<file path="config.mk">
export PLATFORM = sky130hd
export DESIGN_NAME = csr_core_regs
export DESIGN_NICKNAME = d
export VERILOG_FILES = /design/src/verilog/csr_pkg.sv /design/src/verilog/csr_core_regs.sv /design/src/verilog/csr_edge_sync.sv
export SDC_FILE = /design/constraint.sdc
export NUM_CORES = 1
export LEC_CHECK = 0
export ABC_AREA = 1
export BUFFER_PORTS_ARGS = -buffer_cell sky130_fd_sc_hd__buf_2
export CORE_MARGIN = 2
export CORE_UTILIZATION = 40
export CTS_CLUSTER_DIAMETER = 60
export DETAILED_ROUTE_END_ITERATION = 8
export PLACE_DENSITY = 0.73
export SYNTH_ARGS = -nofsm -noshare
export SYNTH_HDL_FRONTEND = slang
export SYNTH_HIERARCHICAL = 1
export SYNTH_SLANG_ARGS = --single-unit
</file>
<file path="constraint.sdc">
create_clock -name clk_sys_in -period 1.66 [get_ports clk_sys_in]
set_clock_uncertainty 0.15 [all_clocks]
set_input_delay 0.332 -clock clk_sys_in [delete_from_list [all_inputs] [get_ports clk_sys_in]]
set_output_delay 0.332 -clock clk_sys_in [all_outputs]
set_load 0.1 [all_outputs]
</file>
<file path="src/verilog/csr_pkg.sv">
package csr_pkg;
  // ---------------------------------------------------------------
  // Register offsets (core data address, low byte of bank image)
  // ---------------------------------------------------------------
  localparam logic [8:0] ADDR_STATUS = 9'h003;
  localparam logic [8:0] ADDR_INTCTL = 9'h00b;
  localparam logic [8:0] ADDR_OPTION = 9'h081;
  localparam logic [8:0] ADDR_PIE = 9'h08c;
  localparam logic [8:0] ADDR_PIR = 9'h00c;
  localparam logic [6:0] ADDR_LOW_MASK = 7'h7f;
  // ---------------------------------------------------------------
  // Field positions
  // ---------------------------------------------------------------
  localparam int ST_INDIRECT_BANK = 7;
  localparam int ST_DIRECT_BANK_LO = 5;
  localparam int ST_EXPIRY_N = 4;
  localparam int ST_SLEEP_N = 3;
  localparam int ST_Z = 2;
  localparam int ST_HALF_CARRY = 1;
  localparam int ST_C = 0;
  localparam int IC_GLOBAL_EN = 7;
  localparam int IC_PERIPH_EN = 6;
  localparam int IC_TIMER0_EN = 5;
  localparam int IC_EXT_EN = 4;
  localparam int IC_PORT_EN = 3;
  localparam int IC_TIMER0_FLAG = 2;
  localparam int IC_EXT_FLAG = 1;
  localparam int IC_PORT_FLAG = 0;
  localparam logic [7:0] PERIPH_MASK = 8'h4f;
  // ---------------------------------------------------------------
  // Reset values
  // ---------------------------------------------------------------
  localparam logic [7:0] STATUS_RST = 8'h18;
  localparam logic [7:0] OPTION_RST = 8'hff;
  localparam logic [7:0] INTCTL_RST = 8'h00;
  localparam logic [7:0] PIE_RST = 8'h00;
  localparam logic [7:0] PIR_RST = 8'h00;
  // ---------------------------------------------------------------
  // Carriers
  // ---------------------------------------------------------------
  typedef struct packed {
    logic [8:0] addr;
    logic wr;
    logic [7:0] wdata;
    logic flags_upd;
    logic z_val;
    logic hc_val;
    logic c_val;
    logic hc_upd;
    logic c_upd;
  } csr_core_s;
  typedef struct packed {
    logic wdt_clear;
    logic sleep;
    logic wdt_timeout;
  } csr_power_s;
  typedef struct packed {
    logic pullup_disable;
    logic ext_irq_edge_sel;
    logic timer0_clk_src;
    logic timer0_edge_sel;
    logic prescaler_assign;
    logic [2:0] prescaler_rate;
  } csr_option_s;
endpackage : csr_pkg

</file>
<file path="src/verilog/csr_core_regs.sv">
// Functional notes
// - Flag-updating instruction writing status: written result flags ignored, result used.
// - Watchdog expiry and sleep flags are read only.
// - Indirect bank select picks 100h-1FFh when 1, 00h-FFh when 0.
// - Direct bank select picks one of four 128-byte banks.
// - Expiry flag set by power-up, watchdog clear, sleep; cleared by time-out.
// - Sleep flag set by power-up and watchdog clear; cleared by sleep.
// - Zero flag set on zero result, cleared otherwise.
// - Half carry is carry out of bit 3; inverted borrow on subtract.
// - Carry is carry out of MSB; subtract inverts; rotates load source bit.
// - Pull-up disable turns all pull-ups off; else per-pin enables gate.
// - Edge select: rising when 1, falling when 0 on external pin.
// - Timer0 source: external pin when 1, instruction clock when 0.
// - Timer0 edge: falling when 1, rising when 0.
// - Prescaler to watchdog when 1, Timer0 when 0.
// - Rate n divides Timer0 by 2^(n+1), watchdog by 2^n.
// - Flags set on events regardless of interrupt enables; port-change flag needs per-pin change enable.
// - Global enable gates all; peripheral enable gates peripheral sources.
// - Timer0 overflow flag sticky until cleared; gated by its enable.
// - External flag set on selected edge, sticky; gated by its enable.
// - Port-change flag set on enabled port pin change, sticky; gated.
// - Peripheral enables at bits 6,3,2,1,0; bits 7,5,4 read zero.
// - Peripheral flags sit at the same bit positions as enables.
module csr_core_regs #(
  parameter int PORT_W = 8
) (
  input wire logic clk_sys_in,
  input wire logic reset_n_in,
  input wire csr_pkg::csr_core_s core_in,
  input wire csr_pkg::csr_power_s power_in,
  input wire logic timer0_ovf_in,
  input wire logic [7:0] periph_event_in,
  input wire logic external_irq_pin_in,
  input wire logic [PORT_W-1:0] port_pins_in,
  input wire logic [PORT_W-1:0] per_pin_change_enable_in,
  input wire logic [PORT_W-1:0] per_pin_pullup_in,
  input wire logic timer_ext_clock_pin_in,
  output logic [7:0] rdata_out,
  output logic [7:0] status_out,
  output csr_pkg::csr_option_s option_out,
  output logic irq_req_out,
  output logic [PORT_W-1:0] pullup_en_out,
  output logic timer0_tick_out,
  output logic [8:0] prescale_div_out,
  output logic [8:0] direct_base_out,
  output logic [8:0] indirect_base_out
);
  // ---------------------------------------------------------------
  // State
  // ---------------------------------------------------------------
  logic [7:0] status_reg;
  logic [7:0] status_next;
  logic [7:0] option_reg;
  logic [7:0] intctl_reg;
  logic [7:0] intctl_next;
  logic [7:0] pie_reg;
  logic [7:0] pir_reg;
  logic [7:0] pir_next;
  logic [7:0] rdata_reg;
  logic irq_reg;
  logic [PORT_W-1:0] pullup_reg;
  logic tick_reg;
  logic [8:0] div_reg;
  logic [8:0] dbase_reg;
  logic [8:0] ibase_reg;
  logic [PORT_W-1:0] port_rise;
  logic [PORT_W-1:0] port_fall;
  logic [1:0] misc_rise;
  logic [1:0] misc_fall;
  logic ext_edge;
  logic t0_edge;
  logic port_change;
  logic [6:0] low_addr;
  logic hit_status;
  logic hit_intctl;
  logic hit_option;
  logic hit_pie;
  logic hit_pir;

  // ---------------------------------------------------------------
  // Pin sampling
  // ---------------------------------------------------------------
  csr_edge_sync #(.WIDTH(PORT_W)) u_port_sync (
    .clk_sys_in(clk_sys_in),
    .reset_n_in(reset_n_in),
    .pin_in(port_pins_in),
    .level_out(),
    .rise_out(port_rise),
    .fall_out(port_fall)
  );

  csr_edge_sync #(.WIDTH(2)) u_misc_sync (
    .clk_sys_in(clk_sys_in),
    .reset_n_in(reset_n_in),
    .pin_in({timer_ext_clock_pin_in, external_irq_pin_in}),
    .level_out(),
    .rise_out(misc_rise),
    .fall_out(misc_fall)
  );

  assign ext_edge = option_reg[6] ? misc_rise[0] : misc_fall[0];
  assign t0_edge = option_reg[4] ? misc_fall[1] : misc_rise[1];
  // Either direction counts; the flag keeps it until software clears
  assign port_change = |((port_rise | port_fall) & per_pin_change_enable_in);

  // ---------------------------------------------------------------
  // Address decode; status and interrupt control mirror in all banks
  // ---------------------------------------------------------------
  assign low_addr = core_in.addr[6:0];

  always_comb
  begin
    hit_status = 1'b0;
    hit_intctl = 1'b0;
    hit_option = 1'b0;
    hit_pie = 1'b0;
    hit_pir = 1'b0;
    if (low_addr == csr_pkg::ADDR_STATUS[6:0])
    begin
      hit_status = 1'b1;
    end
    else if (low_addr == csr_pkg::ADDR_INTCTL[6:0])
    begin
      hit_intctl = 1'b1;
    end
    else if (low_addr == csr_pkg::ADDR_OPTION[6:0] && core_in.addr[7])
    begin
      hit_option = 1'b1;
    end
    else if (core_in.addr == csr_pkg::ADDR_PIE)
    begin
      hit_pie = 1'b1;
    end
    else if (core_in.addr == csr_pkg::ADDR_PIR)
    begin
      hit_pir = 1'b1;
    end
  end

  // ---------------------------------------------------------------
  // Status register
  // ---------------------------------------------------------------
  always_comb
  begin
    status_next = status_reg;
    if (core_in.wr && hit_status)
    begin
      // Bank bits take the data; result flags only if no flag is updated
      status_next[7:5] = core_in.wdata[7:5];
      if (!(core_in.flags_upd || core_in.hc_upd || core_in.c_upd))
      begin
        status_next[2:0] = core_in.wdata[2:0];
      end
    end
    if (core_in.flags_upd)
    begin
      status_next[csr_pkg::ST_Z] = core_in.z_val;
    end
    if (core_in.hc_upd)
    begin
      status_next[csr_pkg::ST_HALF_CARRY] = core_in.hc_val;
    end
    if (core_in.c_upd)
    begin
      status_next[csr_pkg::ST_C] = core_in.c_val;
    end
    // Power flags never take written data
    if (power_in.wdt_timeout)
    begin
      status_next[csr_pkg::ST_EXPIRY_N] = 1'b0;
    end
    else if (power_in.wdt_clear || power_in.sleep)
    begin
      status_next[csr_pkg::ST_EXPIRY_N] = 1'b1;
    end
    if (power_in.sleep)
    begin
      status_next[csr_pkg::ST_SLEEP_N] = 1'b0;
    end
    else if (power_in.wdt_clear)
    begin
      status_next[csr_pkg::ST_SLEEP_N] = 1'b1;
    end
  end

  always_ff @(posedge clk_sys_in or negedge reset_n_in)
  begin
    if (!reset_n_in)
    begin
      status_reg <= csr_pkg::STATUS_RST;
    end
    else
    begin
      status_reg <= status_next;
    end
  end

  // ---------------------------------------------------------------
  // Option register
  // ---------------------------------------------------------------
  always_ff @(posedge clk_sys_in or negedge reset_n_in)
  begin
    if (!reset_n_in)
    begin
      option_reg <= csr_pkg::OPTION_RST;
    end
    else if (core_in.wr && hit_option)
    begin
      option_reg <= core_in.wdata;
    end
  end

  // ---------------------------------------------------------------
  // Interrupt control and peripheral flags; event set beats clear
  // ---------------------------------------------------------------
  always_comb
  begin
    intctl_next = intctl_reg;
    if (core_in.wr && hit_intctl)
    begin
      intctl_next = core_in.wdata;
    end
    if (timer0_ovf_in)
    begin
      intctl_next[csr_pkg::IC_TIMER0_FLAG] = 1'b1;
    end
    if (ext_edge)
    begin
      intctl_next[csr_pkg::IC_EXT_FLAG] = 1'b1;
    end
    if (port_change)
    begin
      intctl_next[csr_pkg::IC_PORT_FLAG] = 1'b1;
    end
  end

  always_comb
  begin
    pir_next = pir_reg;
    if (core_in.wr && hit_pir)
    begin
      pir_next = core_in.wdata & csr_pkg::PERIPH_MASK;
    end
    pir_next = pir_next | (periph_event_in & csr_pkg::PERIPH_MASK);
  end

  always_ff @(posedge clk_sys_in or negedge reset_n_in)
  begin
    if (!reset_n_in)
    begin
      intctl_reg <= csr_pkg::INTCTL_RST;
      pir_reg <= csr_pkg::PIR_RST;
    end
    else
    begin
      intctl_reg <= intctl_next;
      pir_reg <= pir_next;
    end
  end

  always_ff @(posedge clk_sys_in or negedge reset_n_in)
  begin
    if (!reset_n_in)
    begin
      pie_reg <= csr_pkg::PIE_RST;
    end
    else if (core_in.wr && hit_pie)
    begin
      pie_reg <= core_in.wdata & csr_pkg::PERIPH_MASK;
    end
  end

  // ---------------------------------------------------------------
  // Interrupt request, read data and derived controls
  // ---------------------------------------------------------------
  always_ff @(posedge clk_sys_in or negedge reset_n_in)
  begin
    if (!reset_n_in)
    begin
      irq_reg <= 1'b0;
    end
    else
    begin
      irq_reg <= intctl_reg[csr_pkg::IC_GLOBAL_EN] &
        ((|(intctl_reg[5:3] & intctl_reg[2:0])) |
         (intctl_reg[csr_pkg::IC_PERIPH_EN] & (|(pie_reg & pir_reg))));
    end
  end

  always_ff @(posedge clk_sys_in or negedge reset_n_in)
  begin
    if (!reset_n_in)
    begin
      rdata_reg <= 8'h00;
    end
    else if (hit_status)
    begin
      rdata_reg <= status_reg;
    end
    else if (hit_intctl)
    begin
      rdata_reg <= intctl_reg;
    end
    else if (hit_option)
    begin
      rdata_reg <= option_reg;
    end
    else if (hit_pie)
    begin
      rdata_reg <= pie_reg;
    end
    else if (hit_pir)
    begin
      rdata_reg <= pir_reg;
    end
    else
    begin
      rdata_reg <= 8'h00;
    end
  end

  always_ff @(posedge clk_sys_in or negedge reset_n_in)
  begin
    if (!reset_n_in)
    begin
      pullup_reg <= '0;
      tick_reg <= 1'b0;
      div_reg <= 9'h001;
      dbase_reg <= 9'h000;
      ibase_reg <= 9'h000;
    end
    else
    begin
      pullup_reg <= option_reg[7] ? '0 : per_pin_pullup_in;
      // Internal source ticks every instruction cycle
      tick_reg <= option_reg[5] ? t0_edge : 1'b1;
      // Timer0 sees 2^(n+1); watchdog 2^n, so 1:1 only via watchdog
      div_reg <= option_reg[3] ? (9'h001 << option_reg[2:0]) :
        (9'h002 << option_reg[2:0]);
      dbase_reg <= {status_reg[6:5], 7'h00};
      ibase_reg <= {status_reg[7], 8'h00};
    end
  end

  assign rdata_out = rdata_reg;
  assign status_out = status_reg;
  assign option_out = option_reg;
  assign irq_req_out = irq_reg;
  assign pullup_en_out = pullup_reg;
  assign timer0_tick_out = tick_reg;
  assign prescale_div_out = div_reg;
  assign direct_base_out = dbase_reg;
  assign indirect_base_out = ibase_reg;

  // ---------------------------------------------------------------
  // Checks
  // ---------------------------------------------------------------
  flag_write_a: assert property (@(posedge clk_sys_in) disable iff (!reset_n_in)
    core_in.flags_upd |=> status_reg[2] == $past(core_in.z_val))
    else $error("zero flag not from result");
  power_ro_a: assert property (@(posedge clk_sys_in) disable iff (!reset_n_in)
    !power_in.wdt_clear && !power_in.sleep && !power_in.wdt_timeout
    |=> $stable(status_reg[4:3]))
    else $error("power flags changed by write");
  expiry_clear_a: assert property (@(posedge clk_sys_in) disable iff (!reset_n_in)
    power_in.wdt_timeout |=> !status_reg[4])
    else $error("expiry flag not cleared");
  sleep_flag_a: assert property (@(posedge clk_sys_in) disable iff (!reset_n_in)
    power_in.sleep |=> !status_reg[3] && status_reg[4] == !$past(power_in.wdt_timeout))
    else $error("sleep flags wrong");
  bank_base_a: assert property (@(posedge clk_sys_in) disable iff (!reset_n_in)
    ##1 direct_base_out == {$past(status_reg[6:5]), 7'h00})
    else $error("direct bank base wrong");
  timer_flag_a: assert property (@(posedge clk_sys_in) disable iff (!reset_n_in)
    timer0_ovf_in |=> intctl_reg[2] ##1 intctl_reg[2] || $past(core_in.wr))
    else $error("timer flag lost");
  pie_zero_a: assert property (@(posedge clk_sys_in) disable iff (!reset_n_in)
    (pie_reg & ~csr_pkg::PERIPH_MASK) == 8'h00)
    else $error("reserved enable bits set");
  irq_gate_a: assert property (@(posedge clk_sys_in) disable iff (!reset_n_in)
    !intctl_reg[7] |=> !irq_req_out)
    else $error("request without global enable");
  periph_flag_a: assert property (@(posedge clk_sys_in) disable iff (!reset_n_in)
    periph_event_in[6] |=> pir_reg[6])
    else $error("peripheral flag lost");
endmodule // csr_core_regs

</file>
<file path="src/verilog/csr_edge_sync.sv">
module csr_edge_sync #(
  parameter int WIDTH = 8
) (
  input wire logic clk_sys_in,
  input wire logic reset_n_in,
  input wire logic [WIDTH-1:0] pin_in,
  output logic [WIDTH-1:0] level_out,
  output logic [WIDTH-1:0] rise_out,
  output logic [WIDTH-1:0] fall_out
);
  // ---------------------------------------------------------------
  // Three-stage sampler; change counts once stages two and three agree
  // ---------------------------------------------------------------
  logic [WIDTH-1:0] s1_reg;
  logic [WIDTH-1:0] s2_reg;
  logic [WIDTH-1:0] s3_reg;
  logic [WIDTH-1:0] stable_reg;

  always_ff @(posedge clk_sys_in or negedge reset_n_in)
  begin
    if (!reset_n_in)
    begin
      s1_reg <= '0;
      s2_reg <= '0;
      s3_reg <= '0;
      stable_reg <= '0;
    end
    else
    begin
      s1_reg <= pin_in;
      s2_reg <= s1_reg;
      s3_reg <= s2_reg;
      // Held while the two late stages disagree, so a one-cycle glitch is lost
      stable_reg <= (s2_reg & s3_reg) | (stable_reg & (s2_reg | s3_reg));
    end
  end

  assign level_out = stable_reg;
  assign rise_out = s2_reg & s3_reg & ~stable_reg;
  assign fall_out = ~s2_reg & ~s3_reg & stable_reg;
endmodule // csr_edge_sync

</file>
# Word level (Yosys, flattened, before mapping)

Index checks and enable logic that the tools add are counted.

Bits in registers: 107
Input port bits: 64
Output and inout bits: 61

Equal/unequal tests: 8
Shift operators: 2
Multiplexer cells: 39
Bitwise logic cells: 28
Reductions and logical operators: 23

Operators with widths:

| operator                                            | number |
|---|---|
| two-way mux 8 bit                                   | 7 |
| bitwise AND 8 bit                                   | 6 |
| two-way mux 1 bit                                   | 28 |
| NOT 8 bit                                           | 3 |
| bitwise OR 8 bit                                    | 3 |
| nonzero test 2 bit                                  | 8 |
| OR reduction 8 bit                                  | 2 |
| bitwise AND 2 bit                                   | 5 |
| equality test 9 x 4 -> 1 bit, second input constant | 1 |
| equality test 9 x 8 -> 1 bit, second input constant | 1 |
| two-way mux 3 bit                                   | 3 |
| two-way mux 9 bit                                   | 1 |
| << shifter 1 x 3 -> 9 bit, first input constant     | 1 |
| << shifter 2 x 3 -> 9 bit, first input constant     | 1 |
| bitwise AND 7 x 8 -> 8 bit                          | 1 |
| bitwise OR 8 x 7 -> 8 bit                           | 1 |
| equality test 7 x 1 -> 1 bit, second input constant | 1 |
| equality test 7 x 2 -> 1 bit, second input constant | 1 |
| equality test 7 x 4 -> 1 bit, second input constant | 1 |
| logical AND 1 bit                                   | 6 |
| inequality test 2 bit, second input constant        | 3 |
| NOT 2 bit                                           | 3 |
| AND reduction 2 bit                                 | 3 |
| bitwise OR 2 bit                                    | 2 |
| 5 further kinds                                     | 8 |

# Longest topological paths before layout

Gate-level depths: netlist of run 1.

Depth after elaboration: 11
Mapped depth: 8
Depth with buffers taken out: 8

# Cells and area by module

The synthesis of run 1 kept the hierarchy.

By module, submodules not included:

| module                       | times used | cells an instance | area each (um2) |
|---|---|---|---|
| csr_core_regs                | 1          | 343               | 3054.2 |
| csr_edge_sync at u_port_sync | 1          | 80                | 1001.0 |
| csr_edge_sync at u_misc_sync | 1          | 20                | 250.2 |

# Worst setup path before layout of run 1

OpenSTA, ideal clock, no wires.

Path type: register to register
From: register option_reg[0], in the netlist option_out[0]
To: register div_reg[5], in the netlist prescale_div_out[5]
Arrival: 1412 ps
Path slack: -52 ps
Cell stages (with the launch flop): 5
Path buffers: 0
Cells stage by stage: dfstp_2 -> inv_1 -> ha_1 -> inv_1 -> nor3_1

Cells in the longest elaborated chain, start to end: 2
Elaborated cells between the ends (all ways): 3
Those cells by class: 2 x shift; 1 x mux

RTL lines:

| item                                                                   | line                                       | text |
|---|---|---|
| start, declared                                                        | csr_core_regs.sv:53                        | `logic [7:0] option_reg;` |
| start signal, assigned                                                 | csr_core_regs.sv:205                       | `option_reg <= csr_pkg::OPTION_RST;` |
| start signal, assigned                                                 | csr_core_regs.sv:209                       | `option_reg <= core_in.wdata;` |
| << shifter 2 x 3 -> 9 bit or << shifter 1 x 3 -> 9 bit (tied branches) | csr_core_regs.sv:339, csr_core_regs.sv:338 |  |
| two-way mux 9 bit *                                                    | csr_core_regs.sv:338                       | `div_reg <= option_reg[3] ? (9'h001 << option_reg[2:0]) :` |
| end signal, assigned                                                   | csr_core_regs.sv:338                       |  |
| end, declared                                                          | csr_core_regs.sv:63                        | `logic [8:0] div_reg;` |

Mark *: on every way between the ends. The rest lies on a longest branch, timed or not.
A chain may end at the register's enable or synchronous reset.

# Worst setup path after layout of run 1

From: register option_reg[0], in the netlist option_out[0]
To: output port option_out[0] in the netlist's numbering

RTL lines:

| item          | line                | text |
|---|---|---|
| end, declared | csr_core_regs.sv:40 | `output csr_pkg::csr_option_s option_out,` |

No word-level cell between the ends.

==> qor.txt, run 1 <==
Largest net degree at the start of global routing -> 46
Core Area -> 10400 um2
CP Capture Type -> output port
Top delay family on crit path -> flip-flops
Top-count cell post-synth -> dfrtp_1
Post-synth EDFFs -> 0
Highest metal used -> met5
Power Total -> 0.00571 W
Met3 WL -> 542 um
Max-slew violations -> 0
Slew HR -> 66.0%
Routed WL -> 9.61 mm
Total Routing Usage GR -> 17.5%
Outcome -> finished, final reports clean
Hold_sp -> per_pin_pullup_in[3]
Final period util -> 99.6%
Power Density -> 1020 nW/um2
DP HPWL -> 7.38 mm
Die width -> 108 um
Port bufs -> 106
Starting Density -> 41.5%
Hold depth -> 3
Drt first-iter violations -> 163
Setup-failing EPs final -> 0
VDD IR max -> 0.526 mV
Leak Pwr -> 2.90 nW
DRC violations left -> 0
Vias -> 3361
Ports -> 125
Vias/cell -> 4.66
Placer Congestion -> 0.913
Largest stage delay, worst path -> 0.65 ns
Initial antenna violation count -> 1
Peak Freq -> 605 MHz
WL met2 -> 4.72 mm
# diodes -> 0
Bufs and invs on worst path -> 1
Crit-path slowest cell -> dfstp_4
Max_cap viols -> 0
RR Startpoint -> option_out[0]$_DFFE_PN1P_
Async S/R FF share, synth -> 100%
Synth cell count leaders -> dfrtp_1 (93), nand2_1 (80), inv_1 (59)
CTS tree -> built
Mapped cell area -> 4310 um2
Synth-to-layout area growth -> 30.3%
Largest register FFs -> 9
Flop2flop setup slack -> 0.10 ns
Die area -> 11600 um2
Root Driver -> clkbuf_8
Post-synth top area share -> 54.1%
Warnings, synthesis -> 6
Clock Path Buffers -> 2
Final design utilization -> 54.1%
Gate Count Post-Synth -> 443
Final min period -> 1.65 ns
DRT antenna net count -> 0
Fin nets -> 647
Site Rows -> 37
Fillers -> 975
Worst slew pin tran -> 0.513 ns
Critical path arrival -> 1.17 ns
Endpoints failing hold -> 0
Register area share after synthesis -> 60.8%
DRT Pass-1 Iters -> 4
Synth Register Bits -> 104
First-pass GRT wire length -> 15.6 mm
Sink Count -> 104
Share of layout cells above drive strength 1 -> 28.2%
Worst R2R End -> prescale_div_out[7]$_DFF_PN0_
WHS Endpoint -> pullup_en_out[3]$_DFF_PN0_
Synth top area cells -> dfrtp_1 (54%), nand2_1 (7.0%), dfstp_2 (6.7%)
Crit-path max FO -> 2
Critical Path Start Type -> flop
Crit Path Class -> flop to output port
Clk slew on worst S/H paths -> 0.09 ns
Chip height -> 108 um
Main synth FF type -> dfrtp_1
Hold Slack -> 0.0198 ns
RSZ-0062 raised after global routing -> yes
Crit-path cells -> buf_12
DR WL/cell -> 13.3 um
R2R depth -> 5
TritonCTS Buffers -> 9
Number of global-route vias before repair -> 3375
Synth cell types -> 32
Gr ovfl total -> 0
H-tree levels -> 3
Wl on met1 -> 4.16 mm
Area leader, netlist -> dfrtp_1
Mean post-synth cell area -> 9.72 um2
Critical Path RT -> 1.18 ns
Min-Delay Path Class -> primary input to flop
Clock latency at the later pin of the worst-skew pair -> 0.36 ns
==> area by class of cell <==
type	instances	area, um2	area share, %
clock buffers	9	124	2.21
clock inverters	7	101	1.81
inverters	62	233	4.15
multi-input cells	272	1370	24.4
flip-flops and latches	104	2620	46.7
well taps	136	170	3.03
repair buffers	132	993	17.7
==> cell usage in the layout (no fill, tap or decap), types with 16 or more instances in the layout <==
cell      n
dfrtp_1  93
a21oi_1  18
nor2_1   48
inv_1    59
buf_4    16
nand2_1  80
nand3_1  20
buf_2    87
o21ai_0  21
==> per-stage QoR <==
step | cell area, um2 | std cells | TNS (ns) | setup slack, ns
final | 5610 | 722 | 0 | 0.00593
after global routing | 5610 | 722 | -0.0371 | -0.0371
after CTS | 5580 | 719 | -0.0229 | -0.0229
after detailed placement | 5170 | 684 | 0 | 0.00242
after global placement | 5170 | 684 | 0 | 0.100
after floorplan | 4360 | 457 | 0 | 0.0113
==> metal layers <==
| metal | vias to the layer above | GRT usage, % |
|---|---|---|
| met2 | 86 | 29.6 |
| met5 | - | 0 |
| met1 | 1597 | 22.2 |
| met4 | 2 | 6.41 |
| met3 | 16 | 3.63 |
| li1 | 1660 | - |
==> what timing repair did <==
item                                    in CTS  in global routing
gates resized for setup                      4                  1
pin swaps                                    0                  0
endpoints found under the setup margin      10                  4
hold endpoints to repair                    30                  0
setup buffers                                6                  3
hold buffers                                13                  0
==> how the worst max path moves through the flow <==
stage	start	to	slack [ns]	cells after the start
floorplan	option_out[2]$_DFFE_PN1P_	rdata_out[2]$_DFF_PN0_	0.01	5
global placement	core_in[19]	rdata_out[5]$_DFF_PN0_	0.10	8
detailed placement	core_in[17]	status_out[2]$_DFFE_PN0P_	0.002	9
CTS	option_out[0]$_DFFE_PN1P_	option_out[0]	-0.02	1
global route	option_out[0]$_DFFE_PN1P_	option_out[0]	-0.04	1
finish	option_out[0]$_DFFE_PN1P_	option_out[0]	0.006	1
==> power breakdown <==
| part | total (W) | switching [W] | leakage, nW | internal [W] |
|---|---|---|---|---|
| Sequential | 0.00279 | 0.000102 | 1.23 | 0.00269 |
| Clock | 0.00174 | 0.000872 | 0.112 | 0.000868 |
| Combinational | 0.00118 | 0.000886 | 1.56 | 0.000293 |
==> cells by family after synthesis <==
logic type	after synthesis	synth area share [%]
other	1	0.0871
adders and majority gates	2	0.581
buffers and inverters	81	8.72
DFF	104	60.8
AOI/OAI and AO/OA	70	9.13
and+or+nand+nor	183	20.3
muxes	2	0.465
Power figures use the tool's default switching activity.
==> inputs of run 2 (changes only) <==
- ABC_AREA: 1 -> 0
- CORE_UTILIZATION: 40 -> 30
- PLACE_DENSITY: 0.73 -> 0.6
==> run 2 against run 1 <==
The run now ends with negative setup slack left. Clock power increased by 32%. Design area increased by 7.4%. Final cell count decreased by 8.7%. Hold slack improved by 0.016 ns. Synthesized cell count decreased by 27%. Highest routed layer is now met4.
==> qor.txt, run 2 <==
Final period util -> 107%
Power Density -> 1040 nW/um2
Synth cell count leaders -> dfrtp_1 (93), mux2_2 (20), nor2_1 (20)
CTS tree -> built
Clock Path Buffers -> 2
Max-slew violations -> 0
Min-Delay Path Class -> primary input to flop
Endpoints failing hold -> 0
Setup-failing EPs final -> 15
DR WL/cell -> 15.8 um
Largest net degree at the start of global routing -> 59
Crit Path Class -> primary input to flop
Synth-to-layout area growth -> 40.6%
VDD IR max -> 0.590 mV
Mean post-synth cell area -> 13.2 um2
Max_cap viols -> 0
Gr ovfl total -> 0
Synth cell types -> 49
Core Area -> 13900 um2
Synth top area cells -> dfrtp_1 (54%), dfstp_2 (6.8%), mux2_2 (5.3%)
Sink Count -> 104
Setup tns final -> -0.993 ns
Total Routing Usage GR -> 14.3%
Final min period -> 1.77 ns
Number of global-route vias before repair -> 3072
Most frequent cells in the layout -> dfrtp_1 (93), buf_2 (83), buf_4 (28), nor2_1 (19), buf_12 (17)
Mapped cell area -> 4280 um2
First-pass GRT wire length -> 16.2 mm
Die width -> 123 um
Failing checks -> negative setup slack
H-tree levels -> 3
Power Total -> 0.00626 W
DRT Pass-1 Iters -> 4
Post-synth EDFFs -> 0
DP HPWL -> 7.55 mm
Fin nets -> 540
TritonCTS Buffers -> 9
Site Rows -> 43
Drt first-iter violations -> 141
Async S/R FF share, synth -> 100%
RSZ-0062 raised after global routing -> yes
Root Driver -> clkbuf_16
Clk slew on worst S/H paths -> 0.07 ns
Post-synth top area share -> 54.4%
Clock latency at the later pin of the worst-skew pair -> 0.35 ns
Chip height -> 123 um
Crit-path cells -> buf_6 -> or4b_4 -> or4_4 -> mux2_4
Area leader, netlist -> dfrtp_1
Register area share after synthesis -> 61.1%
Vias -> 3066
Peak Freq -> 564 MHz
Share of layout cells above drive strength 1 -> 44.5%
Placer Congestion -> 0.787
Warnings, synthesis -> 6
Largest register FFs -> 9
Initial antenna violation count -> 0
Critical path arrival -> 1.85 ns
Starting Density -> 30.7%
DRT antenna net count -> 0
Crit-path max FO -> 5
Die area -> 15200 um2
Top-count cell post-synth -> dfrtp_1
Vias/cell -> 4.65
Final design utilization -> 43.2%
Crit-path slowest cell -> or4_4
Ports -> 125
# diodes -> 0
Most common cell after layout, fill and taps aside -> dfrtp_1
Post-layout worst setup margin -> -0.113 ns
Outcome -> complete, but fails checks
Critical Path RT -> 1.74 ns
Port bufs -> 106
Gate Count Post-Synth -> 324
Critical Path Start Type -> primary input
Leak Pwr -> 2.81 nW
DRC violations left -> 0
Synth Register Bits -> 104
Routed WL -> 10.4 mm
Largest stage delay, worst path -> 0.56 ns
CP Capture Type -> flop
Main synth FF type -> dfrtp_1
==> run 2: path summary, 6_finish.rpt <==
check	end	startpoint	slack (ns)	cells after the start
hold reg to reg	u_port_sync/s2_reg[0]$_DFF_PN0_	u_port_sync/s1_reg[0]$_DFF_PN0_	0.20	0
setup / recovery	pie_reg[2]$_DFFE_PN0P_	core_in[16]	-0.11	4
min in group asynchronous	u_misc_sync/s1_reg[1]$_DFF_PN0_	reset_n_in	0.35	3
hold / removal	intctl_reg[2]$_DFFE_PN0P_	timer0_ovf_in	0.04	2
max in group asynchronous	option_out[3]$_DFFE_PN1P_	reset_n_in	0.67	3
setup reg to reg	prescale_div_out[2]$_DFF_PN0_	option_out[0]$_DFFE_PN1P_	0.09	5
==> run 2: per-stage QoR <==
stage	std cells	worst slack (ns)	hold slack [ns]	instance area [um2]
after CTS	659	-0.0989	0.0162	5960
after global placement	624	-0.467	0.182	5390
after detailed placement	624	-0.497	0.186	5390
after floorplan	338	-0.440	-0.114	4360
final	659	-0.113	0.0357	6020
after global routing	659	-0.124	0.0366	6020
==> run 2: report_power, final <==
part / internal (W) / switching, W
clock network: 0.00134 / 0.000966
logic: 0.000372 / 0.000800
registers: 0.00268 / 0.000104
total: 0.00439 / 0.00187
==> run 2: repair_timing <==
action,CTS,global route
endpoints found under the hold margin,105,0
resized for setup,18,10
cloned,0,0
setup endpoints to repair,29,27
hold buffers,13,0
buffers inserted,6,0
pin swaps,2,1
==> run 2: cells by family (layout without fill, tap and decap cells) <==
group / after synthesis / in the layout / share of synthesized area (%)
flops: 104 / 104 / 61.1
simple gates: 102 / 102 / 15.2
mux: 38 / 38 / 10.1
compound gates: 35 / 35 / 5.96
buf+inv: 32 / 173 / 4.41
fa+ha+maj: 12 / 12 / 3.21
other cells: 1 / 15 / 0.0876
==> run 2: worst max-delay path, delay by kind of cell <==
family / cells / cell delay [ns]
AND/OR/NAND/NOR: 2 / 1.10
buffers and inverters: 1 / 0.09
multiplexers: 1 / 0.32
==> run 2: layout make-up <==
| cell class | count | area, um2 |
|---|---|---|
| clock buffers | 9 | 225 |
| clock inverters | 7 | 100 |
| fillers | 1290 | 7910 |
| inverters | 7 | 26.3 |
| multi-input cells | 202 | 1630 |
| flip-flops and latches | 104 | 2620 |
| well taps | 180 | 225 |
| repair buffers | 150 | 1190 |
==> run 2: metal layers <==
metal	up-vias	share of wire [%]	wire length, um	GRT usage [%]
met5	-	0	0	0
met1	1523	44	4610	18.7
met2	91	49	5130	23.0
li1	1441	-	-	-
met4	0	1.3	137	4.55
met3	11	5.1	526	3.87
==> inputs of run 3 (changes only) <==
- CORE_MARGIN: 2 -> 4
==> run 3 against run 2 <==
Critical path type unchanged. The run still ends with negative setup slack left. Sequential share of layout area increased by 0.054 points. Design area down 0.12%. Maximum frequency is 0.20% lower. Combinational power about the same. Register-to-register slack about the same. Sequential power about the same.
==> qor.txt, run 3 (same netlist as run 2, synthesis figures left out) <==
Die area -> 16200 um2
Die width -> 127 um
Setup tns final -> -0.952 ns
Largest net degree at the start of global routing -> 47
# diodes -> 0
Hold Slack -> 0.0361 ns
Top delay family on crit path -> simple AND/OR/NAND/NOR gates
RR Startpoint -> option_out[0]$_DFFE_PN1P_
Worst path depth -> 4
CP Capture Type -> flop
TritonCTS Buffers -> 9
Crit-path cells -> buf_6 -> or4b_4 -> or4_4 -> mux2_4
Drt first-iter violations -> 146
Crit Path Class -> primary input to flop
Ports -> 125
DRT antenna net count -> 0
Endpoints failing hold -> 0
Max_cap viols -> 0
DRC violations left -> 0
Clock Path Buffers -> 2
DP HPWL -> 7.74 mm
Share of layout cells above drive strength 1 -> 44.2%
Setup crit start -> core_in[16]
Inst Count DP -> 624
Largest register FFs -> 9
Peak Freq -> 563 MHz
Vias -> 3071
Post-layout worst setup margin -> -0.116 ns
Crit-path slowest cell -> or4_4
Power Density -> 1050 nW/um2
Critical Path Start Type -> primary input
RSZ-0062 raised after global routing -> yes
Synth-to-layout area growth -> 40.5%
Sink Count -> 104
Port bufs -> 106
Outcome -> complete, but fails checks
Total Routing Usage GR -> 13.3%
Flop2flop setup slack -> 0.10 ns
Number of global-route vias before repair -> 3198
R2R depth -> 4
H-tree levels -> 3
Site Rows -> 43
Most frequent cells in the layout -> dfrtp_1 (93), buf_2 (84), buf_4 (30), nor2_1 (19), buf_12 (16)
WHS Endpoint -> intctl_reg[2]$_DFFE_PN0P_
Chip height -> 127 um
Post-Layout Cell Count -> 660
Most common cell after layout, fill and taps aside -> dfrtp_1
Critical Path RT -> 1.74 ns
VDD IR max -> 0.593 mV
Placer Congestion -> 0.792
Bufs and invs on worst path -> 1
Routed WL -> 10.5 mm
Hold depth -> 2
Core Area -> 13900 um2
Critical path arrival -> 1.86 ns
Power Total -> 0.00633 W
Crit-path max FO -> 5
Vias/cell -> 4.65
Gr ovfl total -> 0
Worst R2R End -> prescale_div_out[1]$_DFF_PN0_
Min-Delay Path Class -> primary input to flop
Largest stage delay, worst path -> 0.56 ns
Setup-failing EPs final -> 10
Initial antenna violation count -> 1
Final min period -> 1.78 ns
Root Driver -> clkbuf_16
Leak Pwr -> 2.80 nW
Hold_sp -> timer0_ovf_in
Final period util -> 107%
DRT Pass-1 Iters -> 6
Fin nets -> 541
Max-slew violations -> 0
CTS tree -> built
Clock latency at the later pin of the worst-skew pair -> 0.35 ns
Starting Density -> 30.7%
Failing checks -> negative setup slack
DR WL/cell -> 16.0 um
Clk slew on worst S/H paths -> 0.07 ns
First-pass GRT wire length -> 16.7 mm
run 3: cell types whose count changed in the layout (fill, tap and decap cells not counted), sizes merged:
cell and delta:
clkbuf +1, buf +2, clkinv -2, inv -3, clkinvlp +2, bufinv +1
run 3: power breakdown:
group	leakage [nW]	switching, W	total (W)	internal [W]
registers	1.24	0.000103	0.00278	0.00268
logic	1.41	0.000797	0.00117	0.000368
clock network	0.156	0.000913	0.00239	0.00147
run 3: timing repair:
action / CTS / global route
buffers inserted: 6 / 1
pin swaps: 1 / 2
resized for setup: 8 / 18
endpoints found under the hold margin: 105 / 0
hold buffers: 13 / 0
setup endpoints to repair: 28 / 27
run 3: layer usage:
| metal | track usage (%) | wire, um |
|---|---|---|
| met4 | 4.92 | 200 |
| met5 | 0 | 13 |
| met2 | 20.7 | 5060 |
| met1 | 17.5 | 4600 |
| met3 | 4.06 | 662 |
run 3: final cells by class:
class / count / area [um2]
timing repair buffer: 151 / 1190
fill: 1300 / 7920
clock buffer: 11 / 233
multi-input combinational: 202 / 1620
clock inverter: 5 / 105
tap: 180 / 225
sequential: 104 / 2620
inverter: 7 / 26.3
run 3: metrics by stage:
stage	utilization, %	area (um2)	worst slack [ns]
6_report	43.2	6010	-0.116
5_1_grt	43.2	6010	-0.112
4_1_cts	42.5	5920	-0.102
3_5_place_dp	38.6	5370	-0.493
3_3_place_gp	38.6	5370	-0.465
2_1_floorplan	-	4360	-0.440
run 3: worst reg2reg max path, cell delays in order, from the launching register on:
cell and delay (ns):
dfstp_4 0.65, buf_4 0.14, inv_1 0.04, ha_1 0.31
nor3b_2 0.17
run 3: worst max-delay path by stage:
stage	to	slack, ns
CTS	pie_reg[3]$_DFFE_PN0P_	-0.10
global route	pie_reg[6]$_DFFE_PN0P_	-0.11
finish	pie_reg[3]$_DFFE_PN0P_	-0.12
global placement	pie_reg[6]$_DFFE_PN0P_	-0.46
detailed placement	pie_reg[6]$_DFFE_PN0P_	-0.49
floorplan	pie_reg[0]$_DFFE_PN0P_	-0.44
